$ cat config.mk
export PLATFORM = sky130hd
export DESIGN_NAME = flash_cfi_query_readout
export DESIGN_NICKNAME = d
export VERILOG_FILES = /design/src/hw/cfi_query_pkg.sv /design/src/hw/cfi_query_rom.sv /design/src/hw/flash_cfi_query_readout.sv
export SDC_FILE = /design/constraint.sdc
export NUM_CORES = 1
export LEC_CHECK = 0
export ABC_AREA = 1
export BUFFER_PORTS_ARGS = -buffer_cell sky130_fd_sc_hd__buf_2
export CAP_MARGIN = 20
export CORE_MARGIN = 4
export CORE_UTILIZATION = 44
export CTS_BUF_LIST = sky130_fd_sc_hd__clkbuf_8
export DETAILED_ROUTE_END_ITERATION = 12
export PLACE_DENSITY = 0.92
export SYNTH_ARGS = -nofsm -noshare
export SYNTH_HDL_FRONTEND = slang
export SYNTH_SLANG_ARGS = --single-unit
$ cat constraint.sdc
create_clock -name clk -period 1.55 [get_ports clk]
set_clock_uncertainty 0.2 [all_clocks]
set_input_delay 0.31 -clock clk [delete_from_list [all_inputs] [get_ports clk]]
set_output_delay 0.31 -clock clk [all_outputs]
set_load 0.05 [all_outputs]
$ cat src/hw/cfi_query_pkg.sv
// package of constants for the query-database read-out path
// assumes a 16-bit word-addressed parallel flash bus
package cfi_query_pkg;
   // bus widths
   localparam int DATA_W = 16;
   localparam int ADDR_W = 8;
   // commands on the low byte of a write
   localparam logic [7:0] CMD_QUERY_READ = 8'h98;
   localparam logic [7:0] CMD_ARRAY_READ = 8'hFF;
   localparam logic [7:0] CMD_ID_READ = 8'h90;
   localparam logic [7:0] CMD_STATUS_READ = 8'h70;
   // database word addresses
   localparam logic [7:0] ADDR_RSVD_LO = 8'h01;
   localparam logic [7:0] ADDR_RSVD_HI = 8'h0F;
   localparam logic [7:0] ADDR_Q = 8'h10;
   localparam logic [7:0] ADDR_R = 8'h11;
   localparam logic [7:0] ADDR_Y = 8'h12;
   localparam logic [7:0] ADDR_PID_LO = 8'h13;
   localparam logic [7:0] ADDR_PID_HI = 8'h14;
   localparam logic [7:0] ADDR_PTR_LO = 8'h15;
   localparam logic [7:0] ADDR_PTR_HI = 8'h16;
   localparam logic [7:0] ADDR_AID_LO = 8'h17;
   localparam logic [7:0] ADDR_AID_HI = 8'h18;
   // database contents
   localparam logic [7:0] CHAR_Q = 8'h51;
   localparam logic [7:0] CHAR_R = 8'h52;
   localparam logic [7:0] CHAR_Y = 8'h59;
   localparam logic [15:0] PRIMARY_ID = 16'h0200;
   localparam logic [15:0] PRIMARY_TABLE_PTR = 16'h010A;
   localparam logic [15:0] ALTERNATE_ID = 16'h0000;
   localparam logic [7:0] UPPER_BYTE = 8'h00;
   // program buffer depth in words
   localparam int PROG_BUF_WORDS = 512;
   // read modes
   typedef enum logic [1:0] {
      MODE_ARRAY = 2'b00,
      MODE_QUERY = 2'b01,
      MODE_OTHER = 2'b11
   } read_mode_t;
endpackage

$ cat src/hw/cfi_query_rom.sv
// database lookup table for query reads
// assumes a registered word address from the bus front end
module cfi_query_rom (
   // lookup
   input wire logic [7:0] wordAddr,
   output logic [7:0] lowByte
);
   // [RL4] [RL6] word offsets, identification section from 10h
   always_comb begin
      lowByte = 8'h00;
      unique case (wordAddr)
         // [RL5] QRY string
         cfi_query_pkg::ADDR_Q: lowByte = cfi_query_pkg::CHAR_Q;
         cfi_query_pkg::ADDR_R: lowByte = cfi_query_pkg::CHAR_R;
         cfi_query_pkg::ADDR_Y: lowByte = cfi_query_pkg::CHAR_Y;
         // [RL12] primary identifier bytes
         cfi_query_pkg::ADDR_PID_LO: lowByte = cfi_query_pkg::PRIMARY_ID[7:0];
         cfi_query_pkg::ADDR_PID_HI: lowByte = cfi_query_pkg::PRIMARY_ID[15:8];
         // [RL8] [RL9] table pointer bytes
         cfi_query_pkg::ADDR_PTR_LO: lowByte = cfi_query_pkg::PRIMARY_TABLE_PTR[7:0];
         cfi_query_pkg::ADDR_PTR_HI: lowByte = cfi_query_pkg::PRIMARY_TABLE_PTR[15:8];
         // [RL13] no alternate algorithm
         cfi_query_pkg::ADDR_AID_LO: lowByte = cfi_query_pkg::ALTERNATE_ID[7:0];
         cfi_query_pkg::ADDR_AID_HI: lowByte = cfi_query_pkg::ALTERNATE_ID[15:8];
         // [RL7] vendor area and unlisted offsets read zero
         default: lowByte = 8'h00;
      endcase
   end
endmodule

$ cat src/hw/flash_cfi_query_readout.sv
// query-database read-out path of a 16-bit flash bus front end
// assumes bus inputs synchronous to clk and an external array read path
//
// What this block does
// [RL1] a query-read command switches reads from the array to the database.
// [RL2] every database byte comes out on the low eight data lines.
// [RL3] the high eight data lines read zero for every database location.
// [RL4] offsets are word addresses with the identification string at 10h.
// [RL5] word addresses 10h, 11h and 12h return Q, R and Y.
// [RL6] the identification section at 010h holds command-set id and table offset.
// [RL7] word addresses 01h to 0Fh are vendor reserved and read zero here.
// [RL8] the extended table pointer is low byte at 15h and high byte at 16h.
// [RL9] the primary extended table lives at the address the pointer gives; this block holds no such table, and 010Ah lies beyond its 8-bit word address.
// [RL10] an address-valid strobe held low after a write starts a new read.
// [RL11] the program buffer holds up to 512 words per buffered program; this block has no buffer and only reports BUF_WORDS on progBufLimit.
// [RL12] the primary command-set id sits at 13h and 14h, low byte first.
// [RL13] the alternate command-set id at 17h and 18h reads zero.
// [RL14] query-read mode lasts until another read-mode command is written.
module flash_cfi_query_readout #(
   parameter int BUF_WORDS = cfi_query_pkg::PROG_BUF_WORDS
) (
   // clock and reset
   input wire logic clk,
   input wire logic rst_n,
   // flash bus
   input wire logic chipEnable_n,
   input wire logic writeEnable_n,
   input wire logic outputEnable_n,
   input wire logic address_valid_strobe_n,
   input wire logic [cfi_query_pkg::ADDR_W-1:0] addrIn,
   input wire logic [cfi_query_pkg::DATA_W-1:0] dataIn,
   output logic [cfi_query_pkg::DATA_W-1:0] dataOut,
   output logic dataOutEnable,
   // array read path
   input wire logic [cfi_query_pkg::DATA_W-1:0] arrayData,
   output logic [cfi_query_pkg::ADDR_W-1:0] arrayAddr,
   // status
   output logic queryMode,
   output logic readStart,
   output logic [$clog2(BUF_WORDS+1)-1:0] progBufLimit
);
   cfi_query_pkg::read_mode_t mode_reg, mode_next;
   logic [7:0] addr_reg, addr_next;
   logic weDly_reg, weDly_next;
   logic [15:0] data_reg, data_next;
   logic oe_reg, oe_next;
   logic rs_reg, rs_next;
   logic [7:0] romByte;
   logic writeEnd;

   cfi_query_rom rom (
      .wordAddr(addr_reg),
      .lowByte(romByte)
   );

   assign writeEnd = weDly_reg == 1'b0 && writeEnable_n == 1'b1 && chipEnable_n == 1'b0;

   always_comb begin
      mode_next = mode_reg;
      addr_next = addr_reg;
      weDly_next = writeEnable_n;
      rs_next = 1'b0;
      // latch address while strobe is low
      if (!address_valid_strobe_n && !chipEnable_n) begin
         addr_next = addrIn;
      end
      // [RL1] command decode at write end
      if (writeEnd) begin
         unique case (dataIn[7:0])
            cfi_query_pkg::CMD_QUERY_READ: mode_next = cfi_query_pkg::MODE_QUERY;
            cfi_query_pkg::CMD_ARRAY_READ: mode_next = cfi_query_pkg::MODE_ARRAY;
            // [RL14] other read modes leave query mode
            cfi_query_pkg::CMD_ID_READ,
            cfi_query_pkg::CMD_STATUS_READ: mode_next = cfi_query_pkg::MODE_OTHER;
            default: mode_next = mode_reg;
         endcase
         // [RL10] strobe still low starts a read
         if (!address_valid_strobe_n) begin
            rs_next = 1'b1;
         end
      end
   end

   always_comb begin
      oe_next = !chipEnable_n && !outputEnable_n && writeEnable_n;
      data_next = arrayData;
      if (mode_reg == cfi_query_pkg::MODE_QUERY) begin
         // [RL2] [RL3] low byte data, high byte zero
         data_next = {cfi_query_pkg::UPPER_BYTE, romByte};
      end
   end

   always_ff @(posedge clk) begin
      if (!rst_n) begin
         mode_reg <= cfi_query_pkg::MODE_ARRAY;
         addr_reg <= 8'h00;
         weDly_reg <= 1'b1;
         rs_reg <= 1'b0;
         data_reg <= 16'h0000;
         oe_reg <= 1'b0;
      end else begin
         mode_reg <= mode_next;
         addr_reg <= addr_next;
         weDly_reg <= weDly_next;
         rs_reg <= rs_next;
         data_reg <= data_next;
         oe_reg <= oe_next;
      end
   end

   assign dataOut = data_reg;
   assign dataOutEnable = oe_reg;
   assign arrayAddr = addr_reg;
   assign queryMode = mode_reg == cfi_query_pkg::MODE_QUERY;
   assign readStart = rs_reg;
   // [RL11] buffer depth advertised
   assign progBufLimit = ($clog2(BUF_WORDS+1))'(BUF_WORDS);
endmodule

Word-level counts from Yosys, hierarchy flattened:

Memory sizes are Yosys's and may differ from the RTL's. A register that Yosys moved wholly into a read port is not among the register bits.
Cells that the tools add are included.

* input port bits: 46
* ROM bits: 160
* register bits: 29
* logic and storage cells: 36
* memories kept: 1

Memories
* (no name shown): words 32, bits a word 5, read ports 1, clocked after memory_dff 1, wr ports 0, line cfi_query_rom.sv:11 `unique case (wordAddr)`

* mux-type cells: 6
* equal/unequal tests: 5
* bitwise gates (word level): 3
* reduce and logical (&&, ||, !) cells: 14

Operators by type and width (count)
* $eq 8x8->1 const B: 3
* $mux 8: 2
* $mux 5: 2
* $eq 8x7->1 const B: 1
* $pmux 2 s3: 1
* $logic_and 1x1->1: 5
* $reduce_and 2->1: 2
* $reduce_or 2->1: 2
* $logic_not 1->1: 3
* $logic_not 3->1: 1
* $not 1->1: 3
* $reduce_bool 3->1: 1
* $eq 2x1->1 const B: 1
* $mux 1: 1

Depth between registers and ports, before layout:

Gate-level depths: netlist of the first run.

* depth in word-level cells: 4
* gate-level depth with buffers: 9
* depth with buffers taken out: 9

Hierarchy:

Synthesis of the first run repeated with hierarchy kept, for this count alone.

* cell total of the unflattened synthesis: 184
* area, all modules: 1281.2 um^2

By module, submodules not included
* flash_cfi_query_readout: cells an instance 159, instances 1, seq. area each 580.6 um^2, area an instance 1157.4 um^2
* cfi_query_rom: cells an instance 25, instances 1, seq. area each 0.0 um^2, area an instance 123.9 um^2

Least setup slack after synthesis of the first run:

No wires, ideal clock.

* path type: register -> register
* start point: register mode_reg[0]
* end point: register data_reg[10], in the netlist dataOut[10]
* arrival: 1.349 ns
* clock period less this slack: 1.661 ns
* stages on the path, launching flop included: 7
* required time: 1.238 ns
* path slack: -0.111 ns
* cells stage by stage: dfxtp_1 inv_1 nor2_2 inv_1 nand2_1 buf_4 nor2_1

* cells in the longest elaborated chain, start to end: 2

Ends and longest elaborated chain
* from (decl): line flash_cfi_query_readout.sv:42 `cfi_query_pkg::read_mode_t mode_reg, mode_next;`
* from (signal assigned): line flash_cfi_query_readout.sv:95 `mode_reg <= cfi_query_pkg::MODE_ARRAY;`
* from (signal assigned): line flash_cfi_query_readout.sv:102 `mode_reg <= mode_next;`
* $eq 2x1->1
* net queryMode: line flash_cfi_query_readout.sv:38 `output logic queryMode,`
* $reduce_or 2->1 (no line)
* to (signal assigned): line flash_cfi_query_readout.sv:106 `data_reg <= data_next;`
* to (decl): line flash_cfi_query_readout.sv:45 `logic [15:0] data_reg, data_next;`

The timed path passes the listed nets, and every way through them passes these cells.
A chain may end at the register's enable or synchronous reset.

Worst setup path after layout of the first run:

* start point: register mode_reg[0]
* end point: output queryMode

* cells in the longest elaborated chain, start to end: 1

Ends and longest elaborated chain
* $eq 2x1->1: line flash_cfi_query_readout.sv:114 `assign queryMode = mode_reg == cfi_query_pkg::MODE_QUERY;`
* to (decl): line flash_cfi_query_readout.sv:38

No other way between the ends.

==> results of run 1 <==
## Yosys cell counts
master   count  area share
a21oi_1      4       0.015
a21oi_2      1      0.0065
buf_4       12       0.066
conb_1       2      0.0055
dfxtp_1     33        0.49
inv_1       29       0.080
inv_2        3      0.0083
nand2_1     31       0.086
nand2_2      2      0.0092
nand2_4      1      0.0083
nand3_1     10       0.037
nand3_2      2       0.015
nand4_1      2      0.0092
nor2_1      31       0.086
nor2_2       5       0.023
nor2_4       1      0.0083
nor3_1       4       0.015
nor3_2       1      0.0074
o21ai_0      4       0.015
o21ai_1      2      0.0074
or2_2        1      0.0046
## cell families (layout without fill, tap and decap cells)
logic type,after synthesis,in the layout,share of synthesized area
and+or+nand+nor,91,91,0.308
buffers and inverters,44,107,0.155
DFF,33,33,0.488
AOI/OAI and AO/OA,11,11,0.0434
other,2,10,0.00554
## layout make-up
| type | instances | area share |
|---|---|---|
| tap | 31 | 0.0217 |
| sequential | 33 | 0.369 |
| multi-input combinational | 112 | 0.290 |
| clock buffer | 6 | 0.0462 |
| inverter | 32 | 0.0672 |
| timing repair buffer | 68 | 0.203 |
| clock inverter | 1 | 0.00210 |
## final timing paths
| check | slack, ns | endpoint | cells past startpoint |
|---|---|---|---|
| max | 0.05 | queryMode | 3 |
| min | 0.05 | dataOut[13] | 3 |
| max reg2reg | 0.16 | dataOut[14] | 5 |
| min reg2reg | 0.23 | readStart | 1 |
## repair_timing
item / 4_1_cts / 5_1_grt
endpoints found under the setup margin: 1 / 1
resized for setup: 1 / 3
hold buffers: 1 / 0
hold endpoints to repair: 1 / 0
buffers inserted: 0 / 2
pin swaps: 0 / 1
## stage by stage
| step | cell area (sq um) | hold WS, ns |
|---|---|---|
| after floorplan | 1390 | 0.187 |
| after global placement | 1670 | 0.208 |
| after detailed placement | 1670 | 0.223 |
| after CTS | 1770 | 0.0409 |
| after global routing | 1790 | 0.0382 |
| final | 1790 | 0.0479 |
## power breakdown
| group | internal [mW] | switching (mW) | total [mW] |
|---|---|---|---|
| sequential | 0.892 | 0.0154 | 0.908 |
| combinational | 0.0995 | 0.298 | 0.398 |
| clock | 0.345 | 0.266 | 0.611 |
## metal layers
metal,global-route usage,vias to the layer above
met1,0.144,575
met5,0,-
met3,0.0480,5
met4,0.0620,0
met2,0.284,31
li1,-,663
## worst max-delay path, cell delays in order, from the launching register on
cell and delay [ns]:
dfxtp_1 0.33, inv_2 0.05, nor2_4 0.17, buf_8 0.17
==> impl_metrics.json, run 1 <==
{
  "hpwl_mm": 2.47,
  "overflow": 0,
  "min_period_ns": 1.50,
  "die_area_sq_um": 4030,
  "track_usage": 0.149,
  "netlist_area_sq_um": 1360,
  "wl_met1_mm": 1.17,
  "startpoint": "mode_reg[0]",
  "synth.distinct_cells": 21,
  "final_cell_mix": "buf_2 (63), dfxtp_1 (33), nand2_1 (31), nor2_1 (31), inv_1 (29)",
  "antenna_found_initial": 0,
  "nFillCells": 258,
  "multiInputGateArea_sq_um": 519,
  "avgViaCountPerCell": 4.50,
  "grt_pass1_vias": 1137,
  "cp-start-kind": "register",
  "clk_latency_ns": 0.27,
  "placed_cells": 273,
  "highest_layer": "met4",
  "diodes": 0,
  "maxCapViolations": 0,
  "io_buffers": 64,
  "cts_inserted_buffers": 5,
  "arrival_ns": 0.99,
  "place.gp.congestion": 0.735,
  "finalCritPeriodShare": 0.967,
  "finalNonFillerCells": 283,
  "grt_pass1_wl_mm": 4.71,
  "mostFrequentLayoutCell": "buf_2",
  "root_buffer": "clkbuf_8",
  "cts_htree_levels": 2,
  "route.vias.total": 1274,
  "start_util": 0.475,
  "clk_pin_slew_ns": 0.06,
  "avgSynthCellArea_sq_um": 7.49,
  "setup_ws_ns": 0.0511,
  "layout.nets": 298,
  "critical_path_required_ns": 1.04,
  "die_h_microns": 63.5,
  "clock_sinks": 33,
  "ir_drop_uv": 539,
  "layout-drive-gt1-share": 0.361,
  "die_w_microns": 63.5,
  "grt_start_max_net_pins": 12,
  "rows": 19,
  "drc_errors": 0,
  "drt-wirelength-per-cell_microns": 11.1,
  "seq_area_sq_um": 661,
  "worstHoldPathType": "primary input to register",
  "rsz0062_at_grt": "false",
  "cts_tree": "yes",
  "areaGrowthSynthToFinish_pct": 31.9,
  "met3WireLength_microns": 144,
  "fmax_ghz": 0.667,
  "synthCells": 181,
  "power_density_nw_per_um2": 1070,
  "ys_seq_area_frac": 0.488,
  "drv_slew": 0,
  "drtAntennaViolNets": 0,
  "core_area_sq_um": 2850,
  "synth-seq-cells": 33,
  "crit_path_end_kind": "output pin",
  "min_from": "arrayData[13]",
  "place_ws_ns": 0.0866,
  "setup-tns-final_ns": 0,
  "drt_iter0_markers": 41,
  "finalSetupViolCount": 0,
  "leakage_nw": 1.04,
  "hold_violations": 0,
  "r2r-start": "mode_reg[0]",
  "yosysWarningCount": 0,
  "clk_path_buf_depth": 2,
  "worstSetupPathType": "register to output pin",
  "status": "finished clean",
  "met2_length_mm": 1.79,
  "routed_wl_mm": 3.14,
  "crit_path_max_fanout": 5,
  "drtPass1Iterations": 4,
  "finish.utilization": 0.627,
  "num_io_pins": 83,
  "finalPower_mw": 1.92
}
Note: power is estimated with default switching activity, not from simulation.
==> run 2: changes to the inputs <==
- CORE_ASPECT_RATIO: unset -> 1.5
==> run 2 against run 1 <==
  * Clock-buffer cell count unchanged
  * Die area increased by 0.45%
  * Via count decreased by 0.63%
  * Worst setup slack improved by 0.0089 ns
  * Design area increased by 2.7%
  * Sequential power about the same
  * Flip-flop and latch count unchanged
  * Utilization decreased by 0.30 points
  * Cell count increased by 3.5%
  * Routed wire length decreased by 9.6%
  * Critical path depth unchanged
  * Hold slack got worse by 0.0051 ns
==> impl_metrics.json, run 2 (same netlist as run 1, synthesis figures left out) <==
{
  "track_usage": 0.153,
  "layout-drive-gt1-share": 0.362,
  "cp_slowest_cell": "dfxtp_1",
  "finalNonFillerCells": 293,
  "grt_start_max_net_pins": 12,
  "crit_path_max_fanout": 4,
  "drv_slew": 0,
  "drc_errors": 0,
  "arrival_ns": 0.98,
  "die_h_microns": 76.0,
  "crit_path_end_kind": "output pin",
  "grt_pass1_vias": 1173,
  "ir_drop_uv": 892,
  "use_met1": 0.149,
  "grtUsageMet2": 0.268,
  "clk_pin_slew_ns": 0.07,
  "power_density_nw_per_um2": 1140,
  "worstHoldPathType": "primary input to register",
  "routed_wl_mm": 2.84,
  "hpwl_mm": 2.33,
  "fmax_ghz": 0.671,
  "die_area_sq_um": 4050,
  "drt_iter0_markers": 14,
  "finish.utilization": 0.624,
  "setup-tns-final_ns": 0,
  "avgViaCountPerCell": 4.32,
  "die_w_microns": 53.3,
  "cts_inserted_buffers": 5,
  "finalSetupViolCount": 0,
  "start_util": 0.460,
  "worstSetupPathType": "register to output pin",
  "crit_chain": "inv_1, nor2_4, buf_8",
  "final_cell_mix": "buf_2 (63), dfxtp_1 (33), nand2_1 (31), nor2_1 (31), inv_1 (30)",
  "finalCritPeriodShare": 0.961,
  "clock_sinks": 33,
  "rows": 24,
  "rsz0062_at_grt": "false",
  "maxCapViolations": 0,
  "drtAntennaViolNets": 0,
  "overflow": 0,
  "critPathMaxStageDelay_ns": 0.31,
  "finalPower_mw": 2.10,
  "placed_cells": 282,
  "cts_tree": "yes",
  "hold_violations": 0,
  "root_buffer": "clkbuf_8",
  "status": "finished clean",
  "cts_htree_levels": 2,
  "clk_path_buf_depth": 2,
  "stdcell_area_sq_um": 1840,
  "cp-start-kind": "register",
  "route.vias.total": 1266,
  "layout.nets": 299,
  "num_io_pins": 83,
  "grt.busiest_layer": "met2",
  "areaGrowthSynthToFinish_pct": 35.5,
  "grt_use_met3": 0.0549,
  "grt_pass1_wl_mm": 4.68,
  "diodes": 0,
  "mostFrequentLayoutCell": "buf_2",
  "place.gp.congestion": 0.786,
  "drtPass1Iterations": 4,
  "drt-wirelength-per-cell_microns": 9.68,
  "clk_latency_ns": 0.27,
  "critical_path_required_ns": 1.04,
  "core_area_sq_um": 2940,
  "io_buffers": 64,
  "leakage_nw": 1.06,
  "min_period_ns": 1.49,
  "antenna_found_initial": 0,
  "postPlaceCellArea_sq_um": 1680
}
run 2: critical path: cells and delay by family (launching register included):
kind	cells	cell delay (ns)
simple gates	1	0.16
buf+inv	2	0.23
flops	1	0.31
run 2: where the power goes:
group / internal, mW / switching, mW
clock: 0.517 / 0.277
sequential: 0.892 / 0.0142
combinational: 0.104 / 0.295
run 2: cell type report:
cell class	instances	area, sq um
multi-input combinational	112	519
inverter	32	120
fill	283	1110
clock inverter	2	33.8
tap	39	48.8
clock buffer	6	82.6
sequential	33	661
timing repair buffer	69	370
run 2: timing repair:
item	CTS	global route
buffers inserted	0	2
endpoints found under the setup margin	1	1
pin swaps	0	1
hold endpoints to repair	1	0
hold buffers	1	0
resized for setup	1	2
run 2: worst paths after layout:
path                 startpoint    endpoint  slack (ns)  depth (start not counted)
setup / recovery    mode_reg[0]   queryMode        0.06                          3
setup reg to reg    mode_reg[0]  dataOut[9]        0.21                          5
hold reg to reg       weDly_reg   readStart        0.24                          1
hold / removal    writeEnable_n   weDly_reg        0.04                          3
run 2: routing by layer:
metal	wire, microns	vias up	share of wire
met4	56	0	0.020
met1	1010	540	0.35
met3	301	6	0.11
met2	1470	55	0.52
met5	0	-	0
li1	-	665	-
run 2: metrics by stage:
stage	setup slack [ns]	hold slack [ns]
2_1_floorplan	0.128	0.187
5_1_grt	0.0105	0.0409
6_report	0.0600	0.0428
3_3_place_gp	0.165	0.214
3_5_place_dp	0.121	0.228
4_1_cts	0.00312	0.0359
